### config.mk
export PLATFORM = sky130hd
export DESIGN_NAME = ucmd_phy_cmd
export DESIGN_NICKNAME = d
export VERILOG_FILES = /design/src/shared/ucmd_pkg.sv /design/src/logic/ucmd_phy_cmd.sv /design/src/logic/ucmd_buf.sv
export SDC_FILE = /design/constraint.sdc
export NUM_CORES = 1
export LEC_CHECK = 0
export BUFFER_PORTS_ARGS = -buffer_cell sky130_fd_sc_hd__buf_4
export CORE_MARGIN = 2
export CORE_UTILIZATION = 40
export DETAILED_ROUTE_END_ITERATION = 6
export PLACE_DENSITY = 0.58
export SYNTH_ARGS = -nofsm -noshare
export SYNTH_HDL_FRONTEND = slang
export SYNTH_SLANG_ARGS = --single-unit
### constraint.sdc
create_clock -name sys_clk -period 3.1 [get_ports sys_clk]
set_clock_uncertainty 0.05 [all_clocks]
set_input_delay 0.31 -clock sys_clk [delete_from_list [all_inputs] [get_ports sys_clk]]
set_output_delay 0.31 -clock sys_clk [all_outputs]
set_load 0.005 [all_outputs]
### src/shared/ucmd_pkg.sv
// Package for the command layer: constants, state codes and carriers.
// Assumes all users import it whole; no clocks or logic live here.
package ucmd_pkg;

  // ----------------------------------------
  // Command byte layout
  // ----------------------------------------
  localparam logic [1:0] UCMD_TY_IDLE = 2'h0;
  localparam logic [1:0] UCMD_TY_TX   = 2'h1;
  localparam logic [1:0] UCMD_TY_WR   = 2'h2;
  localparam logic [1:0] UCMD_TY_RD   = 2'h3;
  localparam logic [5:0] UCMD_EXT     = 6'h2f;
  localparam logic [5:0] UCMD_NOPID   = 6'h00;
  localparam logic [7:0] UCMD_BUS_IDLE = 8'h00;

  // ----------------------------------------
  // Status byte fields and codes
  // ----------------------------------------
  localparam int UCMD_ST_LINE = 0;
  localparam int UCMD_ST_VBUS = 2;
  localparam int UCMD_ST_RXEV = 4;
  localparam int UCMD_ST_ID   = 6;
  localparam int UCMD_ST_ALT  = 7;
  localparam logic [1:0] UCMD_LS_SQUELCH = 2'h0;
  localparam logic [1:0] UCMD_LS_ACTIVE  = 2'h1;
  localparam logic [1:0] UCMD_LS_DIFF_LO = 2'h2;
  localparam logic [1:0] UCMD_XS_HS      = 2'h0;
  localparam logic [1:0] UCMD_OPM_CHIRP  = 2'h2;

  // ----------------------------------------
  // Reset values and sizes
  // ----------------------------------------
  localparam logic [7:0] UCMD_STAT_RST = 8'h00;
  localparam int         UCMD_SYNC_W   = 16;
  localparam int         UCMD_BUF_W    = 9;
  localparam int         UCMD_BUF_D    = 2;

  // One-hot states of the bus engine
  typedef enum logic [8:0] {
    S_IDLE  = 9'h001,
    S_CMD   = 9'h002,
    S_TX    = 9'h004,
    S_WADDR = 9'h008,
    S_WDATA = 9'h010,
    S_RADDR = 9'h020,
    S_RTURN = 9'h040,
    S_RDATA = 9'h080,
    S_STURN = 9'h100
  } ucmd_state_t;

  // Transmit stream word: header marks a packet identifier byte
  typedef struct packed {
    logic       hdr;
    logic [7:0] data;
  } ucmd_tx_t;

  // Analog side status levels, all from outside the clock domain
  typedef struct packed {
    logic dp;
    logic dm;
    logic squelch;
    logic hs_diff;
    logic id_pin;
    logic bvalid;
  } ucmd_line_t;

  // Transceiver mode settings
  typedef struct packed {
    logic       dp_pulldown;
    logic       dm_pulldown;
    logic [1:0] xcvr_select;
    logic       term_select;
    logic [1:0] opmode;
    logic       bvalid_rise_en;
    logic       bvalid_fall_en;
  } ucmd_cfg_t;

endpackage : ucmd_pkg

### src/logic/ucmd_phy_cmd.sv
// Command layer of a low pin count USB transceiver, device end.
// Assumes the link clock and all analog levels arrive unsynchronised;
// the register file sits outside and answers reads combinationally.
//
// Contract
// Link idles the data bus at zero, the no-operation value.
// Nonzero command byte; top two bits pick transmit, write or read.
// Next is raised on acceptance; only then may data bytes follow.
// Link never sends a command byte outside the defined encodings.
// Transmit with zero payload has no identifier; data follows acceptance.
// Transmit with nonzero low nibble carries the packet identifier.
// Write payload 101111 is extended: full address byte, then data.
// Other writes use the six-bit payload address; data after acceptance.
// Read payload 101111 is extended: address byte before data returns.
// Other reads return the register at the six-bit payload address.
// Status is sent by raising direction and driving a status byte.
// Any status field change sends a new status byte automatically.
// Link accepts status bytes at any time, also back to back.
// Status may be skipped on low-power exit if change already vanished.
// Status bits: line state, bus voltage, receive event, id level.
// Bit seven flags an enabled B-valid edge, otherwise zero.
// Line state follows the data lines; changes send status.
// Peripheral line state codes for full, high speed and chirp.
// Host line state codes for low, full, high speed and chirp.
// Dual-role link picks the encoding table of its current role.
// Direction high forces next low; link drives bus low after release.
// Direction raised during a register operation aborts it.
// Receive event codes: none, active, active with error, disconnect.
// Bus voltage codes from below session end to above valid.
// Link holds a command byte until next shows acceptance.
`timescale 1ns/1ps
module ucmd_phy_cmd (
  input  wire logic                 sys_clk,
  input  wire logic                 nrst,
  input  wire logic                 ulpi_clk,
  input  wire logic [7:0]           ulpi_data_in,
  output logic [7:0]                ulpi_data_out,
  output logic                      ulpi_data_oe,
  output logic                      dir,
  output logic                      nxt,
  input  wire logic                 stp,
  input  wire ucmd_pkg::ucmd_line_t line_in,
  input  wire ucmd_pkg::ucmd_cfg_t  cfg,
  input  wire logic [1:0]           vbus_state,
  input  wire logic [1:0]           rx_event,
  input  wire logic                 low_power,
  output logic                      reg_we,
  output logic                      reg_re,
  output logic [7:0]                reg_addr,
  output logic [7:0]                reg_wdata,
  input  wire logic [7:0]           reg_rdata,
  output logic                      op_abort,
  output logic                      tx_valid,
  input  wire logic                 tx_ready,
  output ucmd_pkg::ucmd_tx_t        tx_data,
  output logic                      tx_end
);
  import ucmd_pkg::*;

  // ----------------------------------------
  // Input synchronisers
  // ----------------------------------------
  logic [UCMD_SYNC_W-1:0] raw_in;
  logic [UCMD_SYNC_W-1:0] s1;
  logic [UCMD_SYNC_W-1:0] s2;
  logic [UCMD_SYNC_W-1:0] s3;
  logic [UCMD_SYNC_W-1:0] filt;
  logic [UCMD_SYNC_W-1:0] next_filt;

  assign raw_in = {ulpi_clk, stp, ulpi_data_in, line_in};

  // Three stages; a change is believed once stages two and three agree
  generate
    for (genvar i = 0; i < UCMD_SYNC_W; i++) begin : g_sync
      assign next_filt[i] = (s2[i] == s3[i]) ? s3[i] : filt[i];
      always_ff @(posedge sys_clk or negedge nrst) begin
        if (!nrst) begin
          s1[i]   <= 1'b0;
          s2[i]   <= 1'b0;
          s3[i]   <= 1'b0;
          filt[i] <= 1'b0;
        end else begin
          s1[i]   <= raw_in[i];
          s2[i]   <= s1[i];
          s3[i]   <= s2[i];
          filt[i] <= next_filt[i];
        end
      end
    end
  endgenerate

  ucmd_line_t lines;
  logic [7:0] din;
  logic       stp_s;
  logic       lrise;

  assign lines = filt[5:0];
  assign din   = filt[13:6];
  assign stp_s = filt[14];
  // Link edge seen once per link period; bus sampled with it
  assign lrise = next_filt[15] && !filt[15];

  // ----------------------------------------
  // Status byte assembly
  // ----------------------------------------
  // Role-dependent line state; used for status and its check
  function automatic logic [1:0] line_code(input ucmd_cfg_t c, input ucmd_line_t l);
    logic host;
    logic chirp;
    host  = c.dp_pulldown && c.dm_pulldown;
    chirp = host ? (c.opmode == UCMD_OPM_CHIRP) : c.term_select;
    if (c.xcvr_select != UCMD_XS_HS) begin
      line_code = {l.dm, l.dp};
    end else if (l.squelch) begin
      line_code = UCMD_LS_SQUELCH;
    end else if (chirp && !l.hs_diff) begin
      line_code = UCMD_LS_DIFF_LO;
    end else begin
      line_code = UCMD_LS_ACTIVE;
    end
  endfunction : line_code

  logic       alt_pend;
  logic       next_alt_pend;
  logic       bv_prev;
  logic [7:0] stat_now;
  logic [7:0] last_sent;
  logic [7:0] next_last_sent;
  logic       pend;
  logic       send_ok;

  // Fields packed in fixed order; vbus and rx codes pass as given
  always_comb begin
    stat_now = UCMD_STAT_RST;
    stat_now[UCMD_ST_LINE +: 2] = line_code(cfg, lines);
    stat_now[UCMD_ST_VBUS +: 2] = vbus_state;
    stat_now[UCMD_ST_RXEV +: 2] = rx_event;
    stat_now[UCMD_ST_ID]        = lines.id_pin;
    stat_now[UCMD_ST_ALT]       = alt_pend;
  end

  // Compare against last sent byte, so a change that reverts during
  // low power leaves nothing to send
  assign pend    = (stat_now != last_sent);
  assign send_ok = pend && !low_power;

  // ----------------------------------------
  // Bus engine
  // ----------------------------------------
  ucmd_state_t state;
  ucmd_state_t next_state;
  logic [7:0]  cmd_q;
  logic [7:0]  next_cmd;
  logic        next_nxt;
  logic        next_dir;
  logic        next_oe;
  logic [7:0]  next_dout;
  logic [7:0]  next_addr;
  logic [7:0]  next_wdata;
  logic        next_we;
  logic        next_re;
  logic        next_abort;
  logic        next_tx_end;
  logic        push;
  ucmd_tx_t    push_data;
  logic        buf_ready;
  logic [1:0]  buf_level;
  logic [1:0]  lvl_after;

  // Fill level after this cycle's push; nxt only offered with room
  assign lvl_after = 2'(buf_level + {1'b0, push});

  // Next values, decided only at a link edge
  always_comb begin
    next_state     = state;
    next_cmd       = cmd_q;
    next_nxt       = nxt;
    next_dir       = dir;
    next_oe        = ulpi_data_oe;
    next_dout      = ulpi_data_out;
    next_addr      = reg_addr;
    next_wdata     = reg_wdata;
    next_we        = 1'b0;
    next_re        = 1'b0;
    next_abort     = 1'b0;
    next_tx_end    = 1'b0;
    next_last_sent = last_sent;
    push           = 1'b0;
    push_data      = '0;
    if (lrise) begin
      unique case (state)
        S_IDLE: begin
          if (send_ok) begin
            next_dir   = 1'b1;
            next_state = S_STURN;
          end else if (din != UCMD_BUS_IDLE) begin
            next_cmd   = din;
            next_nxt   = (din[7:6] != UCMD_TY_TX) || buf_ready;
            next_state = S_CMD;
          end
        end
        S_CMD: begin
          if (nxt) begin
            // Command taken at this edge; dispatch on its type
            if (cmd_q[7:6] == UCMD_TY_TX) begin
              push          = (cmd_q[5:0] != UCMD_NOPID);
              push_data.hdr = 1'b1;
              push_data.data = {4'h0, cmd_q[3:0]};
              next_nxt      = 1'b0;
              next_state    = S_TX;
            end else if (send_ok) begin
              next_nxt   = 1'b0;
              next_dir   = 1'b1;
              next_abort = 1'b1;
              next_state = S_STURN;
            end else if (cmd_q[7:6] == UCMD_TY_WR) begin
              next_addr  = {2'h0, cmd_q[5:0]};
              next_state = (cmd_q[5:0] == UCMD_EXT) ? S_WADDR : S_WDATA;
            end else if (cmd_q[5:0] == UCMD_EXT) begin
              next_state = S_RADDR;
            end else begin
              next_addr  = {2'h0, cmd_q[5:0]};
              next_re    = 1'b1;
              next_nxt   = 1'b0;
              next_dir   = 1'b1;
              next_state = S_RTURN;
            end
          end else begin
            next_nxt = buf_ready;
          end
        end
        S_TX: begin
          if (stp_s) begin
            next_nxt    = 1'b0;
            next_tx_end = 1'b1;
            next_state  = S_IDLE;
          end else begin
            if (nxt) begin
              push           = 1'b1;
              push_data.data = din;
            end
            next_nxt = (lvl_after < 2'(UCMD_BUF_D));
          end
        end
        S_WADDR, S_WDATA, S_RADDR: begin
          if (send_ok) begin
            next_nxt   = 1'b0;
            next_dir   = 1'b1;
            next_abort = 1'b1;
            next_state = S_STURN;
          end else if (nxt && state == S_WADDR) begin
            next_addr  = din;
            next_state = S_WDATA;
          end else if (nxt && state == S_WDATA) begin
            next_wdata = din;
            next_we    = 1'b1;
            next_nxt   = 1'b0;
            next_state = S_IDLE;
          end else if (nxt) begin
            next_addr  = din;
            next_re    = 1'b1;
            next_nxt   = 1'b0;
            next_dir   = 1'b1;
            next_state = S_RTURN;
          end
        end
        S_RTURN: begin
          next_oe    = 1'b1;
          next_dout  = reg_rdata;
          next_state = S_RDATA;
        end
        S_RDATA: begin
          // Back to back status if the byte already waits
          if (send_ok) begin
            next_dout      = stat_now;
            next_last_sent = stat_now;
            next_state     = S_STURN;
          end else begin
            next_dir   = 1'b0;
            next_oe    = 1'b0;
            next_state = S_IDLE;
          end
        end
        S_STURN: begin
          if (!ulpi_data_oe) begin
            next_oe        = 1'b1;
            next_dout      = stat_now;
            next_last_sent = stat_now;
          end else if (send_ok) begin
            next_dout      = stat_now;
            next_last_sent = stat_now;
          end else begin
            next_dir   = 1'b0;
            next_oe    = 1'b0;
            next_state = S_IDLE;
          end
        end
        default: begin
          next_state = S_IDLE;
          next_nxt   = 1'b0;
          next_dir   = 1'b0;
          next_oe    = 1'b0;
        end
      endcase
    end
  end

  // Alternate flag: an enabled edge sets it, sending clears, set wins
  logic bv_rise;
  logic bv_fall;
  assign bv_rise = lines.bvalid && !bv_prev && cfg.bvalid_rise_en;
  assign bv_fall = !lines.bvalid && bv_prev && cfg.bvalid_fall_en;
  always_comb begin
    next_alt_pend = alt_pend;
    if (next_last_sent != last_sent || (state == S_STURN && next_oe && !ulpi_data_oe)) begin
      next_alt_pend = 1'b0;
    end
    if (bv_rise || bv_fall) begin
      next_alt_pend = 1'b1;
    end
  end

  // Registers only; all decisions above except nxt, masked here by next_dir
  always_ff @(posedge sys_clk or negedge nrst) begin
    if (!nrst) begin
      state         <= S_IDLE;
      cmd_q         <= UCMD_BUS_IDLE;
      nxt           <= 1'b0;
      dir           <= 1'b0;
      ulpi_data_oe  <= 1'b0;
      ulpi_data_out <= UCMD_BUS_IDLE;
      reg_addr      <= 8'h00;
      reg_wdata     <= 8'h00;
      reg_we        <= 1'b0;
      reg_re        <= 1'b0;
      op_abort      <= 1'b0;
      tx_end        <= 1'b0;
      last_sent     <= UCMD_STAT_RST;
      alt_pend      <= 1'b0;
      bv_prev       <= 1'b0;
    end else begin
      state         <= next_state;
      cmd_q         <= next_cmd;
      nxt           <= next_nxt && !next_dir;
      dir           <= next_dir;
      ulpi_data_oe  <= next_oe;
      ulpi_data_out <= next_dout;
      reg_addr      <= next_addr;
      reg_wdata     <= next_wdata;
      reg_we        <= next_we;
      reg_re        <= next_re;
      op_abort      <= next_abort;
      tx_end        <= next_tx_end;
      last_sent     <= next_last_sent;
      alt_pend      <= next_alt_pend;
      bv_prev       <= lines.bvalid;
    end
  end

  // ----------------------------------------
  // Transmit buffer
  // ----------------------------------------
  ucmd_buf u_buf (
    .sys_clk   (sys_clk),
    .nrst      (nrst),
    .in_valid  (push),
    .in_ready  (buf_ready),
    .in_data   (push_data),
    .out_valid (tx_valid),
    .out_ready (tx_ready),
    .out_data  (tx_data),
    .level     (buf_level)
  );
endmodule : ucmd_phy_cmd

### src/logic/ucmd_buf.sv
// Two-entry buffer for the transmit byte stream.
// Assumes one clock and reset shared with the command engine.
`timescale 1ns/1ps
module ucmd_buf (
  input  wire logic               sys_clk,
  input  wire logic               nrst,
  input  wire logic               in_valid,
  output logic                    in_ready,
  input  wire ucmd_pkg::ucmd_tx_t in_data,
  output logic                    out_valid,
  input  wire logic               out_ready,
  output ucmd_pkg::ucmd_tx_t      out_data,
  output logic [1:0]              level
);
  import ucmd_pkg::*;

  ucmd_tx_t   mem [UCMD_BUF_D];
  logic       wr_idx;
  logic       rd_idx;
  logic [1:0] count;
  logic       push;
  logic       pop;

  // ----------------------------------------
  // Handshakes
  // ----------------------------------------
  assign in_ready  = (count != 2'(UCMD_BUF_D));
  assign out_valid = (count != 2'h0);
  assign push      = in_valid && in_ready;
  assign pop       = out_valid && out_ready;
  assign out_data  = mem[rd_idx];
  assign level     = count;

  // Storage and pointers; full refuses writes so no word is overwritten
  always_ff @(posedge sys_clk or negedge nrst) begin
    if (!nrst) begin
      wr_idx <= 1'b0;
      rd_idx <= 1'b0;
      count  <= 2'h0;
      mem[0] <= '0;
      mem[1] <= '0;
    end else begin
      if (push) begin
        mem[wr_idx] <= in_data;
        wr_idx      <= ~wr_idx;
      end
      if (pop) begin
        rd_idx <= ~rd_idx;
      end
      count <= 2'(count + {1'b0, push} - {1'b0, pop});
    end
  end

endmodule : ucmd_buf

==> results.json <==
{
  "crit_fanout": 9,
  "start_util": 0.4062,
  "grt_max_degree": 67,
  "final_util": 0.5223,
  "syn_inst": 507,
  "ir_worst_vdd_mv": 0.4402,
  "synth_seq_cells": 144,
  "synth-seq-area-share": 0.5904,
  "gp_congestion": 0.8731,
  "min_period_over_period": 0.9120,
  "slew_violations": 0,
  "synth_fa_ha_area_frac": 0.03197,
  "place_area_sq_mm": 0.007073,
  "cap_violations": 0,
  "synth_edf_count": 0,
  "hold_viol": 0,
  "min_period_ns": 2.827,
  "muxShareOfSynthArea": 0.09549,
  "final_layout_size_suffix_gt1_frac": 0.3163,
  "grt_pass1_vias": 4365,
  "cts-root-buf": "clkbuf_16",
  "yosysWarnings": 0,
  "vias": 4348,
  "core_area_sq_mm": 0.01503,
  "area_delta_synth_final_pct": 28.61,
  "critical_path_required_ns": 3.34,
  "status": "finished, final reports clean",
  "tns_ns": 0,
  "path_class": "register to register",
  "diodes": 0,
  "row_count": 45,
  "die_area_sq_mm": 0.01627,
  "hpwl_um": 9902,
  "viasPerCell": 5.220,
  "routed_wirelength_um": 13890,
  "ys_top_cells_by_area": "dfrtp_1 (59%), mux2_2 (9.2%), maj3_1 (2.8%), nand2_1 (2.1%), o21ai_0 (2.0%)",
  "crit_chain": "or3_1 > o21ai_1 > xnor2_1 > a31o_4 > a21oi_1 > a2111oi_4 > buf_4 > mux2_2",
  "portBuffers": 81,
  "clock.fmax_ghz": 0.3537,
  "io_pins": 82,
  "insertion_delay_ns": 0.42,
  "worst_path_max_delay_cell": "or3_1",
  "crit_path_end_kind": "register",
  "layout.nets": 675,
  "drtIter0Drc": 241,
  "drc": 0,
  "clkSinkCount": 144,
  "max-slew-margin-rel": 0.5648,
  "synthFlopType": "dfrtp_1",
  "min_path_type": "input port to register",
  "syn_area_sq_mm": 0.006106,
  "synthXorXnorAreaFrac": 0.02008,
  "post-route-cell-area_sq_mm": 0.007853,
  "antenna_found_initial": 0,
  "critPathTopFamily": "compound AO/OA/AOI/OAI gates",
  "worstPathArrival_ns": 3.07,
  "setup_violations": 0,
  "yosys.area_share.simple": 0.1311,
  "gr-total-overflow": 0,
  "fill_cells": 1306,
  "die_w_um": 127.6,
  "crit_buf_inv": 1,
  "max_stage_delay_ns": 0.40,
  "rsz0062_at_grt": "false",
  "cts_made_buffers": 17,
  "p_per_area_mw_per_mm2": 693.8,
  "wl_per_cell_um": 16.67,
  "syn_avg_cell_area_sq_um": 12.04,
  "synth_top_cell_area_share": 0.5861,
  "async_flop_share": 1.000,
  "power_w": 0.005448,
  "tightest_slew_ns": 0.6459,
  "grt_pass1_wl_um": 22800,
  "synth_compound_area_frac": 0.1086,
  "p_leak_nw": 3.579,
  "netlist.top_cell.by_area": "dfrtp_1",
  "grt_use_total": 0.1815,
  "cts_tree": "done",
  "critPathLaunchType": "register",
  "cts.htree.levels": 4,
  "clockBufferDepth": 2,
  "syn_nets": 550,
  "synth_top_family_by_area": "simple AND/OR/NAND/NOR gates",
  "synth_cell_types": 63,
  "hold_slack_ns": 0.08602,
  "path_clk_slew_ns": 0.06,
  "drtPass1Iterations": 4,
  "die_h_um": 127.6,
  "ant_nets": 0
}
report_power, final:
part	switching [W]	internal (W)	leakage [nW]	total, W
logic	0.000522	0.000489	1.47	0.00101
registers	0.000262	0.00210	1.81	0.00237
clock network	0.000779	0.00129	0.296	0.00207
cells in the final DEF, fill, tap and decap left out, types with 4 or more instances in the layout:
master / n
nor3_1: 17
mux2_2: 50
nor2b_1: 4
a22oi_1: 7
nand3_1: 10
or3_1: 6
xor2_1: 8
nand4_1: 4
dlygate4sd3_1: 17
and3_1: 6
nor4_1: 6
a31oi_1: 11
xnor2_1: 6
a21oi_1: 17
buf_4: 102
inv_1: 18
and2_1: 7
nor2_1: 33
maj3_1: 17
nand2_1: 34
clkbuf_16: 17
a221o_1: 5
o21ai_0: 25
dfrtp_1: 143
cell type report:
class | instances | area (sq um) | share of cell area
Sequential cell | 144 | 3605 | 0.4591
Multi-Input combinational cell | 329 | 2369 | 0.3016
Timing Repair Buffer | 121 | 967.2 | 0.1232
Clock buffer | 20 | 446.7 | 0.05688
Tap cell | 188 | 235.2 | 0.02996
Clock inverter | 12 | 158.9 | 0.02024
Inverter | 19 | 71.32 | 0.009082
metrics by stage:
| stage | cells | worst slack (ns) |
|---|---|---|
| 6_report | 833 | 0.2727 |
| 3_5_place_dp | 784 | 0.1720 |
| 4_1_cts | 833 | 0.1986 |
| 2_1_floorplan | 507 | 0.4378 |
| 3_3_place_gp | 784 | 0.3030 |
| 5_1_grt | 833 | 0.1094 |
cells in the mapped netlist, types with 7 or more instances:
cell type  number
maj3_1         17
dfrtp_1       143
inv_1          18
a31oi_1        11
o21ai_0        25
buf_2           7
nor2_1         33
a21oi_1        17
xor2_1          8
nand3_1        10
a22oi_1         7
mux2_2         50
and2_1          7
nand2_1        34
nor3_1         17
path summary, 6_finish.rpt:
kind,startpoint,endpoint,slack [ns],depth (start not counted)
worst min-delay path,reg_rdata[6],ulpi_data_out[6]$_DFFE_PN0P_,0.09,3
min in group asynchronous,nrst,u_buf.mem[1]$_DFFE_PN0P_,0.38,2
worst max register to register,filt[3]$_DFFE_PN0N_,state[6]$_DFFE_PN0P_,0.27,8
max in group asynchronous,nrst,cmd_q[6]$_DFFE_PN0P_,1.84,3
worst min register to register,s1[2]$_DFF_PN0_,s2[2]$_DFF_PN0_,0.29,0
worst max-delay path,filt[3]$_DFFE_PN0N_,state[6]$_DFFE_PN0P_,0.27,8
registers in the layout, summed over array words and instances, names as in the netlist, 9 cells and up:
signal	count
s1	16
u_buf.mem	18
state	9
s2	16
s3	16
worst min-delay path, stage by stage:
cell	delay, ns
buf_4	0.08
a22oi_1	0.06
o21ai_0	0.07
cell families (layout without fill, tap and decap cells):
kind of cell             after synthesis  in the layout
multiplexers                          52             52
buffers and inverters                 34            172
XOR/XNOR                              14             14
adder cells (fa/ha/maj)               19             19
AND/OR/NAND/NOR                      149            149
AO/OA/AOI/OAI                         95             95
flip-flops                           144            144
per-layer routing:
metal	global-route usage	vias up	share of wire
met2	0.2809	93	0.48
met5	0	-	0
met3	0.03853	15	0.036
li1	-	2100	-
met4	0.07434	0	0.015
met1	0.2500	2140	0.47
what timing repair did:
item	4_1_cts	5_1_grt
endpoints found under the hold margin	80	0
setup endpoints to repair	0	9
resized for setup	0	1
buffers inserted	0	0
hold buffers	17	0
Note: power is estimated with default switching activity, not from simulation.
